`config.mk`:
```
export PLATFORM = sky130hd
export DESIGN_NAME = tpi_irq_status
export DESIGN_NICKNAME = d
export VERILOG_FILES = /design/src/tpi_pkg.sv /design/src/tpi_evt_if.sv /design/src/tpi_irq_status.sv /design/src/tpi_src_capture.sv
export VERILOG_INCLUDE_DIRS = /design/src /design/src/src
export SDC_FILE = /design/constraint.sdc
export NUM_CORES = 1
export LEC_CHECK = 0
export ABC_CLOCK_PERIOD_IN_PS = 2150
export BUFFER_PORTS_ARGS = -buffer_cell sky130_fd_sc_hd__buf_2
export CORE_MARGIN = 4
export CORE_UTILIZATION = 53
export DETAILED_ROUTE_END_ITERATION = 8
export HOLD_SLACK_MARGIN = 0.15
export PLACE_DENSITY_LB_ADDON = 0.08
export SETUP_SLACK_MARGIN = 0.15
export SYNTH_ARGS = -nofsm -noshare
export SYNTH_HDL_FRONTEND = slang
export SYNTH_HIERARCHICAL = 1
export SYNTH_SLANG_ARGS = --single-unit
```
`constraint.sdc`:
```
create_clock -name mclk_i -period 2.15 [get_ports mclk_i]
set_input_delay 0.43 -clock mclk_i [delete_from_list [all_inputs] [get_ports mclk_i]]
set_output_delay 0.43 -clock mclk_i [all_outputs]
set_load 0.005 [all_outputs]
```
`src/tpi_cfg.svh`:
```
`ifndef TPI_CFG_SVH
`define TPI_CFG_SVH

// Register offsets on the serial register port
`define TPI_ADDR_BOOST 8'h1f
`define TPI_ADDR_TUNE 8'h20
`define TPI_ADDR_SPARE 8'h21
`define TPI_ADDR_MASK 8'h22
`define TPI_ADDR_SRC 8'h23
`define TPI_ADDR_STAT 8'h24

// Reset values
`define TPI_RST_BOOST 8'h00
`define TPI_RST_TUNE 8'h01
`define TPI_RST_SPARE 8'h00
`define TPI_RST_MASK 8'h08

// Source flag and mask bit positions
`define TPI_SRC_MOTOR_SHORT 7
`define TPI_SRC_OBJECT_NEAR 6
`define TPI_SRC_OBJECT_AWAY 5
`define TPI_SRC_CALIB_DONE 4
`define TPI_SRC_STYLUS_DOWN 3
`define TPI_SRC_STYLUS_UP 2
`define TPI_SRC_HEAT_WARN 1
`define TPI_SRC_HEAT_ALARM 0

// Status bit positions
`define TPI_STAT_MOTOR_SHORT 7
`define TPI_STAT_RESET_SEEN 6
`define TPI_STAT_OBJECT_NEAR 5
`define TPI_STAT_CALIB 4
`define TPI_STAT_CONV 3
`define TPI_STAT_STYLUS 2
`define TPI_STAT_HEAT_WARN 1
`define TPI_STAT_HEAT_ALARM 0

// Boost field
`define TPI_BOOST_MSB 5
`define TPI_BOOST_LSB 3

`endif

```
`src/tpi_pkg.sv`:
```
package tpi_pkg;

  typedef logic [7:0] tpi_byte_t;
  typedef logic [11:0] tpi_avg_t;

  typedef enum logic [1:0] {
    TPI_CAL_IDLE,
    TPI_CAL_WAIT,
    TPI_CAL_RUN
  } tpi_cal_e;

  typedef struct packed {
    tpi_byte_t boost;
    tpi_byte_t tune;
    tpi_byte_t mask;
    logic reset_seen;
    logic object_near;
    tpi_avg_t near_avg;
    tpi_cal_e cal;
    logic cal_req;
    tpi_byte_t rdata;
  } tpi_top_s;

  typedef struct packed {
    logic motor_short;
    logic object_near;
    logic calib_pending;
    logic conv_running;
    logic conv_kind_prox;
    logic stylus_down;
    logic heat_warn;
    logic heat_alarm;
    tpi_byte_t flags;
  } tpi_cap_s;

endpackage : tpi_pkg

```
`src/tpi_evt_if.sv`:
```
`timescale 1ns/10ps
interface tpi_evt_if;
  logic motor_short;
  logic object_near;
  logic calib_pending;
  logic conv_running;
  logic conv_is_prox;
  logic stylus_down;
  logic heat_warn;
  logic heat_alarm;
  logic near_flag_select;
  logic stylus_detect_mode;
  logic heat_warn_edge_select;
  logic heat_alarm_edge_select;
  logic src_read;
  logic [7:0] flags;

  modport cap (
    input motor_short, object_near, calib_pending, conv_running, conv_is_prox,
    input stylus_down, heat_warn, heat_alarm, near_flag_select, stylus_detect_mode,
    input heat_warn_edge_select, heat_alarm_edge_select, src_read,
    output flags
  );

  modport top (
    output motor_short, object_near, calib_pending, conv_running, conv_is_prox,
    output stylus_down, heat_warn, heat_alarm, near_flag_select, stylus_detect_mode,
    output heat_warn_edge_select, heat_alarm_edge_select, src_read,
    input flags
  );
endinterface : tpi_evt_if

```
`src/tpi_irq_status.sv`:
```
`timescale 1ns/10ps
`include "tpi_cfg.svh"
// Operation
// One enable bit per source; after reset only bit 3 is enabled.
// Flag bit 7 sets on motor short status rising edge.
// Flag bit 6 sets on object near status rising edge.
// Flag bit 5: object away edge, or proximity conversion end, per select.
// Flag bit 4 sets when calibration pending status falls.
// Flag bit 3: stylus down edge in detect mode, else touch conversion end.
// Flag bit 2 sets on stylus down status falling edge.
// Flag bit 1 sets on chosen edge of heat warning status.
// Flag bit 0 sets on chosen edge of heat alarm status.
// Status bit 7 shows motor short live.
// Status bit 6 latches after reset, cleared by any status read.
// Status bit 5 shows object near live, zero when far or disabled.
// Near status and average freeze while the stylus is down.
// Near status keeps updating while the motor runs.
// Status bit 4 reads pending calibration; writing 1 schedules one.
// Status bit 3 shows a conversion running.
// Status bit 2 shows stylus down live.
// Status bit 1 shows heat above warning threshold.
// Status bit 0 shows heat above alarm threshold.
// Host writes boost field 100 or 110 and 100 into bits 2:0.
// Host writes 0x81 into the tuning register after boost.
// Flags stay set until source read; interrupt while any enabled flag set.
module tpi_irq_status (
  input wire logic mclk_i,
  input wire logic rst_i,
  input wire tpi_pkg::tpi_byte_t reg_addr_i,
  input wire tpi_pkg::tpi_byte_t reg_wdata_i,
  input wire logic reg_wr_i,
  input wire logic reg_rd_i,
  output tpi_pkg::tpi_byte_t reg_rdata_o,
  output logic irq_o,
  input wire logic motor_short_live_i,
  input wire logic object_near_raw_i,
  input wire tpi_pkg::tpi_avg_t near_average_in_i,
  input wire logic calib_busy_i,
  input wire logic conversion_running_live_i,
  input wire logic conversion_is_prox_i,
  input wire logic stylus_down_live_i,
  input wire logic heat_warn_live_i,
  input wire logic heat_alarm_live_i,
  input wire logic near_flag_select_i,
  input wire logic stylus_detect_mode_i,
  input wire logic heat_warn_edge_select_i,
  input wire logic heat_alarm_edge_select_i,
  output tpi_pkg::tpi_avg_t near_average_value_o,
  output logic [2:0] near_gain_raise_o,
  output tpi_pkg::tpi_byte_t proximity_boost_config_o,
  output tpi_pkg::tpi_byte_t proximity_tuning_fixed_o,
  output logic calib_request_o
);
  import tpi_pkg::*;

  tpi_top_s r;
  tpi_top_s next_r;
  tpi_byte_t live_status;
  logic calib_pending_live;
  logic wr_hit_boost;
  logic wr_hit_tune;
  logic wr_hit_mask;
  logic wr_hit_stat;
  logic rd_hit_src;
  logic rd_hit_stat;

  tpi_evt_if evt ();

  function automatic logic hit(input tpi_byte_t addr, input tpi_byte_t want, input logic strobe);
    hit = strobe && (addr == want);
  endfunction : hit

  assign wr_hit_boost = hit(reg_addr_i, `TPI_ADDR_BOOST, reg_wr_i);
  assign wr_hit_tune = hit(reg_addr_i, `TPI_ADDR_TUNE, reg_wr_i);
  assign wr_hit_mask = hit(reg_addr_i, `TPI_ADDR_MASK, reg_wr_i);
  assign wr_hit_stat = hit(reg_addr_i, `TPI_ADDR_STAT, reg_wr_i);
  assign rd_hit_src = hit(reg_addr_i, `TPI_ADDR_SRC, reg_rd_i);
  assign rd_hit_stat = hit(reg_addr_i, `TPI_ADDR_STAT, reg_rd_i);

  // Pending covers both the wait for the engine and the run itself
  assign calib_pending_live = (r.cal != TPI_CAL_IDLE);

  always_comb begin
    live_status = 8'h00;
    live_status[`TPI_STAT_MOTOR_SHORT] = motor_short_live_i;
    live_status[`TPI_STAT_RESET_SEEN] = r.reset_seen;
    live_status[`TPI_STAT_OBJECT_NEAR] = r.object_near;
    live_status[`TPI_STAT_CALIB] = calib_pending_live;
    live_status[`TPI_STAT_CONV] = conversion_running_live_i;
    live_status[`TPI_STAT_STYLUS] = stylus_down_live_i;
    live_status[`TPI_STAT_HEAT_WARN] = heat_warn_live_i;
    live_status[`TPI_STAT_HEAT_ALARM] = heat_alarm_live_i;
  end

  assign evt.motor_short = motor_short_live_i;
  assign evt.object_near = r.object_near;
  assign evt.calib_pending = calib_pending_live;
  assign evt.conv_running = conversion_running_live_i;
  assign evt.conv_is_prox = conversion_is_prox_i;
  assign evt.stylus_down = stylus_down_live_i;
  assign evt.heat_warn = heat_warn_live_i;
  assign evt.heat_alarm = heat_alarm_live_i;
  assign evt.near_flag_select = near_flag_select_i;
  assign evt.stylus_detect_mode = stylus_detect_mode_i;
  assign evt.heat_warn_edge_select = heat_warn_edge_select_i;
  assign evt.heat_alarm_edge_select = heat_alarm_edge_select_i;
  assign evt.src_read = rd_hit_src;

  tpi_src_capture u_capture (
    .mclk_i(mclk_i),
    .rst_i(rst_i),
    .evt(evt)
  );

  always_comb begin
    next_r = r;
    next_r.cal_req = 1'b0;

    // Register writes; the spare register and read-only bits ignore writes
    if (wr_hit_boost) begin
      next_r.boost = reg_wdata_i;
    end
    if (wr_hit_tune) begin
      next_r.tune = reg_wdata_i;
    end
    if (wr_hit_mask) begin
      next_r.mask = reg_wdata_i;
    end

    // Only a read clears it; the reset itself is what sets it
    if (rd_hit_stat) begin
      next_r.reset_seen = 1'b0;
    end

    // Haptics activity plays no part here, only the stylus freezes the value
    if (!stylus_down_live_i) begin
      next_r.object_near = object_near_raw_i;
      next_r.near_avg = near_average_in_i;
    end

    unique case (r.cal)
      TPI_CAL_IDLE: begin
        if (wr_hit_stat && reg_wdata_i[`TPI_STAT_CALIB]) begin
          next_r.cal = TPI_CAL_WAIT;
          next_r.cal_req = 1'b1;
        end
      end
      TPI_CAL_WAIT: begin
        // A second request while one is queued merges into it
        if (calib_busy_i) begin
          next_r.cal = TPI_CAL_RUN;
        end
      end
      TPI_CAL_RUN: begin
        if (!calib_busy_i) begin
          next_r.cal = TPI_CAL_IDLE;
        end
      end
    endcase

    // Read data registered one cycle after the strobe; unmapped reads give zero
    if (reg_rd_i) begin
      unique case (reg_addr_i)
        `TPI_ADDR_BOOST: next_r.rdata = r.boost;
        `TPI_ADDR_TUNE: next_r.rdata = r.tune;
        `TPI_ADDR_SPARE: next_r.rdata = `TPI_RST_SPARE;
        `TPI_ADDR_MASK: next_r.rdata = r.mask;
        `TPI_ADDR_SRC: next_r.rdata = evt.flags;
        `TPI_ADDR_STAT: next_r.rdata = live_status;
        default: next_r.rdata = 8'h00;
      endcase
    end
  end

  always_ff @(posedge mclk_i) begin
    if (rst_i) begin
      r.boost <= `TPI_RST_BOOST;
      r.tune <= `TPI_RST_TUNE;
      r.mask <= `TPI_RST_MASK;
      r.reset_seen <= 1'b1;
      r.object_near <= 1'b0;
      r.near_avg <= 12'h000;
      r.cal <= TPI_CAL_IDLE;
      r.cal_req <= 1'b0;
      r.rdata <= 8'h00;
    end else begin
      r <= next_r;
    end
  end

  // Boost codes are not checked; the host owns the legal values
  assign near_gain_raise_o = r.boost[`TPI_BOOST_MSB:`TPI_BOOST_LSB];
  assign proximity_boost_config_o = r.boost;
  assign proximity_tuning_fixed_o = r.tune;
  assign near_average_value_o = r.near_avg;
  assign calib_request_o = r.cal_req;
  assign reg_rdata_o = r.rdata;
  assign irq_o = |(evt.flags & r.mask);

endmodule : tpi_irq_status

```
`src/tpi_src_capture.sv`:
```
`timescale 1ns/10ps
`include "tpi_cfg.svh"
module tpi_src_capture (
  input wire logic mclk_i,
  input wire logic rst_i,
  tpi_evt_if.cap evt
);
  import tpi_pkg::*;

  tpi_cap_s r;
  tpi_cap_s next_r;

  // Selected edge of a level: 0 picks rising, 1 picks falling
  function automatic logic edge_seen(input logic prev, input logic cur, input logic fall);
    edge_seen = fall ? (prev & ~cur) : (~prev & cur);
  endfunction : edge_seen

  always_comb begin
    logic [7:0] set;
    set = 8'h00;
    set[`TPI_SRC_MOTOR_SHORT] = edge_seen(r.motor_short, evt.motor_short, 1'b0);
    set[`TPI_SRC_OBJECT_NEAR] = edge_seen(r.object_near, evt.object_near, 1'b0);
    if (evt.near_flag_select) begin
      // Conversion end counts only when the finished conversion was a proximity one
      set[`TPI_SRC_OBJECT_AWAY] = edge_seen(r.conv_running, evt.conv_running, 1'b1)
        & r.conv_kind_prox;
    end else begin
      set[`TPI_SRC_OBJECT_AWAY] = edge_seen(r.object_near, evt.object_near, 1'b1);
    end
    set[`TPI_SRC_CALIB_DONE] = edge_seen(r.calib_pending, evt.calib_pending, 1'b1);
    if (evt.stylus_detect_mode) begin
      set[`TPI_SRC_STYLUS_DOWN] = edge_seen(r.stylus_down, evt.stylus_down, 1'b0);
    end else begin
      set[`TPI_SRC_STYLUS_DOWN] = edge_seen(r.conv_running, evt.conv_running, 1'b1)
        & ~r.conv_kind_prox;
    end
    set[`TPI_SRC_STYLUS_UP] = edge_seen(r.stylus_down, evt.stylus_down, 1'b1);
    set[`TPI_SRC_HEAT_WARN] = edge_seen(r.heat_warn, evt.heat_warn,
      evt.heat_warn_edge_select);
    set[`TPI_SRC_HEAT_ALARM] = edge_seen(r.heat_alarm, evt.heat_alarm,
      evt.heat_alarm_edge_select);
    next_r = r;
    next_r.motor_short = evt.motor_short;
    next_r.object_near = evt.object_near;
    next_r.calib_pending = evt.calib_pending;
    next_r.conv_running = evt.conv_running;
    next_r.stylus_down = evt.stylus_down;
    next_r.heat_warn = evt.heat_warn;
    next_r.heat_alarm = evt.heat_alarm;
    // Kind is held after the conversion ends so its falling edge can be classified
    if (evt.conv_running) begin
      next_r.conv_kind_prox = evt.conv_is_prox;
    end
    // A new event in the read cycle survives the clear
    next_r.flags = (r.flags & ~{8{evt.src_read}}) | set;
  end

  always_ff @(posedge mclk_i) begin
    if (rst_i) begin
      r <= '0;
    end else begin
      r <= next_r;
    end
  end

  assign evt.flags = r.flags;

endmodule : tpi_src_capture

```
* Word level (Yosys, flattened, before mapping)
Cells that the tools add are included.
Word-level totals: bits in registers 65, input port bits 44, output and inout bits 41, logic and storage cells 79
Cells by class: equal/unequal tests 10, muxes and demuxes 9, bitwise gates (word level) 30, reduce and logical (&&, ||, !) cells 12
Operators with widths (count):
- $pmux W8 S5 | 1
- $eq A8 B6 Y1 const B | 4
- $and A8 B8 Y8 | 2
- $and A1 B1 Y1 | 13
- $not A1 Y1 | 13
- $eq A8 B5 Y1 const B | 1
- $not A8 Y8 | 1
- $or A8 B8 Y8 | 1
- $reduce_or A8 Y1 | 1
- $logic_and A1 B1 Y1 | 7
- $ne A2 B2 Y1 const B | 3
- $pmux W2 S3 | 1
- $mux W1 | 4
- $mux W2 | 2
- $mux W3 | 1
- $reduce_and A3 Y1 | 1
- $eq A2 B1 Y1 const B | 1
- $eq A2 B2 Y1 const B | 1
- $logic_not A2 Y1 | 1
- $reduce_bool A2 Y1 | 1
- $reduce_or A2 Y1 | 1

* Depth between registers and ports, before layout
depth in word-level cells 5, depth in mapped cells 6, depth with buffers taken out 6

* By module
Netlist, hierarchy kept.
By module, submodules not included:
- tpi_irq_status | times used 1, cells an instance 279, area each 2596.2 sq um, seq. area each 980.9 sq um
- tpi_src_capture | times used 1, cells an instance 62, area each 629.4 sq um, seq. area each 320.3 sq um

* Worst setup path before layout
Ideal clock, no wire load.
path type input to register, start point input port reg_addr_i[3], end point register r (netlist bit live_status[6]), library setup time 0.114 ns, arrival 1.521 ns, required time 2.036 ns, path slack 0.515 ns, stages 5, buffers on the path 1, cells stage by stage or4b_4 > nor4_4 > buf_6 > nand2_1 > a21o_1
Between the ends: longest elaborated chain between the ends 2
RTL lines:
- from (decl) | RTL line tpi_irq_status.sv:29 | input wire tpi_pkg::tpi_byte_t reg_addr_i,
- $eq A8 B6 Y1 | RTL line tpi_irq_status.sv:70 | hit = strobe && (addr == want);
- $logic_and A1 B1 Y1 | RTL line tpi_irq_status.sv:70
- to (signal assigned) | RTL line tpi_irq_status.sv:187 | r <= next_r;
- to (decl) | RTL line tpi_irq_status.sv:56 | tpi_top_s r;
No other way between the ends. A chain may end at the register's enable or synchronous reset.

* Worst setup path after layout
start point input port reg_addr_i[3], end point register r (netlist bit reg_rdata_o[2])
Between the ends: longest elaborated chain between the ends 2, elaborated cells between the ends (all ways) 6, classes of those cells eq/ne: 5; mux: 1
RTL lines:
- $eq A8 B6 Y1 or $eq A8 B5 Y1 (tied branches) | RTL line tpi_irq_status.sv:163 | unique case (reg_addr_i)
- $pmux W8 S5 (*) | RTL line tpi_irq_status.sv:163
Every way passes the cells marked *; elsewhere a longest branch is shown, timed or not.

==> summary.md <==
| Metric | Value |
|---|---|
| Status | `finished, final reports clean` |
| 1st-pass router iterations | `4` |
| Final Skew | `0.00679 ns` |
| CP max stage delay | `0.55 ns` |
| Ys async rst share | `0` |
| Number of distinct library cells after synthesis | `43` |
| CTS tree | `built` |
| Vias per cell | `5.30` |
| Placed cell count | `442` |
| CTS Root Cell | `clkbuf_8` |
| Worst Hold End | `near_average_value_o[7]` |
| Worst Hold Launch | `near_average_in_i[7]` |
| Synth Cell Area | `3230 µm²` |
| Io pins | `85` |
| Final hold vios | `0` |
| Synth area leaders | `dfxtp_1 (40%), buf_4 (11%), mux2i_1 (11%), nor2_1 (3.7%), nand2b_1 (3.1%)` |
| Clock sink count | `65` |
| Post-cts hold buffer count | `0` |
| Drt wl/cell | `15.0 µm` |
| Final core occ | `0.601` |
| Inserted Clock Buffers | `9` |
| Cts repair resizes | `0` |
| Filler cells | `553` |
| Main synth FF type | `dfxtp_1` |
| RSZ-0062 raised after global routing | `no` |
| Yosys reg bits | `65` |
| Post-layout minimum cycle time | `1.63 ns` |
| Die height | `86.0 µm` |
| Hold Path Class | `primary input to register` |
| Worst-Skew Late Latency | `0.34 ns` |
| Worst-margin pin slew | `0.494 ns` |
| Final Max Slew Viols | `0` |
| DR DRC count | `0` |
| Total power | `0.00250 W` |
| R2R Path End | `r[10]` |
| CP max FO | `6` |
| LEAKAGE | `1.64 nW` |
| Post-synthesis sequential area ratio | `0.403` |
| Pwr/cell area | `702 nW/µm²` |
| R2R cell count | `6` |
| Yosys top cell by area | `dfxtp_1` |
| Gr ovfl total | `0` |
| R2R setup slack | `0.70 ns` |
| Max-cap violation count | `0` |
| Worst Path Required | `2.42 ns` |
| Clk buf depth | `2` |
| Final ANT Viol Nets | `0` |
| Die X-Extent | `86.0 µm` |
| Die Footprint | `7400 µm²` |
| Buf/Inv on CP | `2` |
| N_diodes | `0` |
| Core area | `5920 µm²` |
| Clock transition at path regs | `0.07 ns` |
| Synth-to-Final Area Change | `10.4%` |
| Vias | `2426` |
| Port Buf Inserts | `84` |
| GRT Util Overall | `0.198` |
| Post-detail-place hpwl | `5180 µm` |
| Pin count of the biggest net entering global routing | `38` |
| Cells on Worst Hold Path | `3` |
| Setup TNS | `0 ns` |
| Vias in the first global route | `2430` |
| Setup bufs post-CTS | `0` |
| F_max | `0.615 GHz` |
| Final Net Count | `426` |
| Synth Warn # | `6` |
| CP Cell Sequence | `buf_2 -> or4b_4 -> nor4_4 -> buf_4 -> a22oi_2 -> a31oi_1` |
| Initial drt markers | `127` |
| WS Path Type | `primary input to register` |
| Mean area per synthesized cell | `9.46 µm²` |
| DRT Wirelength | `6850 µm` |
| CP Data Arrival Time | `1.90 ns` |
| First-pass GRT wire length | `11500 µm` |
| Antenna violations before repair | `0` |
| H-Tree Depth | `3` |
| Worst VDD drop | `0.434 mV` |
| Row count | `28` |
| Cells after synthesis | `341` |
| Setup Viol. Count Final | `0` |
| CP top delay family | `simple AND/OR/NAND/NOR gates` |
| CP Capture Type | `register` |
| Relative slew slack | `0.671` |
| Slowest cell on the critical path | `or4b_4` |
| RR Startpoint | `r[9]` |
| Final Cycle Share | `0.756` |
| Initial Util | `0.545` |
| Post-synth EDFFs | `0` |
| Final cell count without fillers | `458` |
| Syn Nets | `389` |
| Top cell type's share of synthesized area | `0.403` |
| Placer Congestion | `0.878` |
| CP Launch Type | `primary input` |
| Share of layout cells above drive strength 1 | `0.316` |
-- logic make-up (layout without fill, tap and decap cells) --
logic type | Yosys count | in the layout | share of synthesized area
adders and majority gates | 4 | 4 | 0.0155
DFF | 65 | 65 | 0.403
AOI/OAI and AO/OA | 58 | 58 | 0.135
buffers and inverters | 71 | 113 | 0.145
and+or+nand+nor | 106 | 106 | 0.186
muxes | 37 | 37 | 0.115
-- per-stage QoR --
stage | cell area (µm²) | hold slack [ns] | setup WS [ns]
after floorplan | 3230 | 0.431 | 0.515
after global placement | 3360 | 0.436 | 0.208
after detailed placement | 3360 | 0.465 | 0.174
after CTS | 3560 | 0.308 | 0.523
after global routing | 3560 | 0.330 | 0.437
final | 3560 | 0.317 | 0.524
-- worst max-delay path by stage --
stage / start / to / slack, ns / cells after the start
6_report: reg_addr_i[3] / reg_rdata_o[2] / 0.52 / 6
5_1_grt: reg_addr_i[3] / reg_rdata_o[5] / 0.44 / 6
4_1_cts: reg_addr_i[3] / reg_rdata_o[2] / 0.52 / 6
3_5_place_dp: reg_addr_i[3] / reg_rdata_o[2] / 0.17 / 6
3_3_place_gp: reg_addr_i[3] / reg_rdata_o[2] / 0.21 / 6
2_1_floorplan: reg_addr_i[3] / live_status[6] / 0.52 / 5
-- worst reg2reg max path: stages (launching register included) --
cell	delay, ns
dfxtp_1	0.36
inv_1	0.09
ha_1	0.19
mux2_2	0.29
nor2_1	0.11
o2bb2ai_1	0.15
mux2i_1	0.20
-- synthesized netlist by cell type, drive strengths merged (2+ instances only) --
master	number
nand4b	2
inv	5
or3b	3
or4b	2
nand4	2
o21ai	2
nand3b	5
o21bai	7
clkbuf	9
nand2	16
nand3	10
mux2i	36
and3	2
o2bb2ai	8
dfxtp	65
a21oi	12
a22oi	11
a31oi	11
nand2b	16
a211o	2
nor2b	8
buf	57
nor2	32
ha	4
-- cell usage in the layout (no fill, tap or decap), types with 5 or more instances in the layout --
cell,synthesis,layout
buf_2,7,84
dfxtp_1,65,65
mux2i_1,36,36
nor2_1,32,32
nand2_1,16,16
nand2b_1,16,16
a21oi_1,12,12
a31oi_1,11,11
nand3_1,10,10
clkbuf_8,0,10
o2bb2ai_1,8,8
nor2b_1,8,8
a22oi_2,7,7
o21bai_1,7,7
buf_4,49,7
inv_1,5,5
nand3b_1,5,5
-- flip-flops by register name (all words and copies together), names as in the netlist, 8 cells and up --
| signal | count |
|---|---|
| u_capture/evt.flags | 8 |
| near_average_value_o | 12 |
| u_capture/r | 8 |
| r | 10 |
| proximity_tuning_fixed_o | 8 |
| proximity_boost_config_o | 8 |
| reg_rdata_o | 8 |
-- where the power goes --
| part | leakage (nW) | internal (W) | switching, W |
|---|---|---|---|
| registers | 0.531 | 0.00124 | 0.0000245 |
| clock network | 0.102 | 0.000558 | 0.000471 |
| logic | 1.01 | 0.0000989 | 0.000106 |
-- final cells by class --
type | instances | area (µm²) | area share
Sequential cell | 65 | 1300 | 0.366
Multi-Input combinational cell | 205 | 1460 | 0.409
Timing Repair Buffer | 92 | 493 | 0.138
Tap cell | 75 | 93.8 | 0.0264
Clock inverter | 6 | 57.6 | 0.0162
Clock buffer | 10 | 138 | 0.0387
Inverter | 5 | 18.8 | 0.00527
-- metal layers --
metal | track usage | part of all wire | vias up
li1 | - | - | 1217
met1 | 0.252 | 0.44 | 1120
met2 | 0.322 | 0.47 | 79
met3 | 0.0442 | 0.072 | 10
met4 | 0.0835 | 0.018 | 0
met5 | 0 | 0 | -
(Power assumes the default switching activity.)
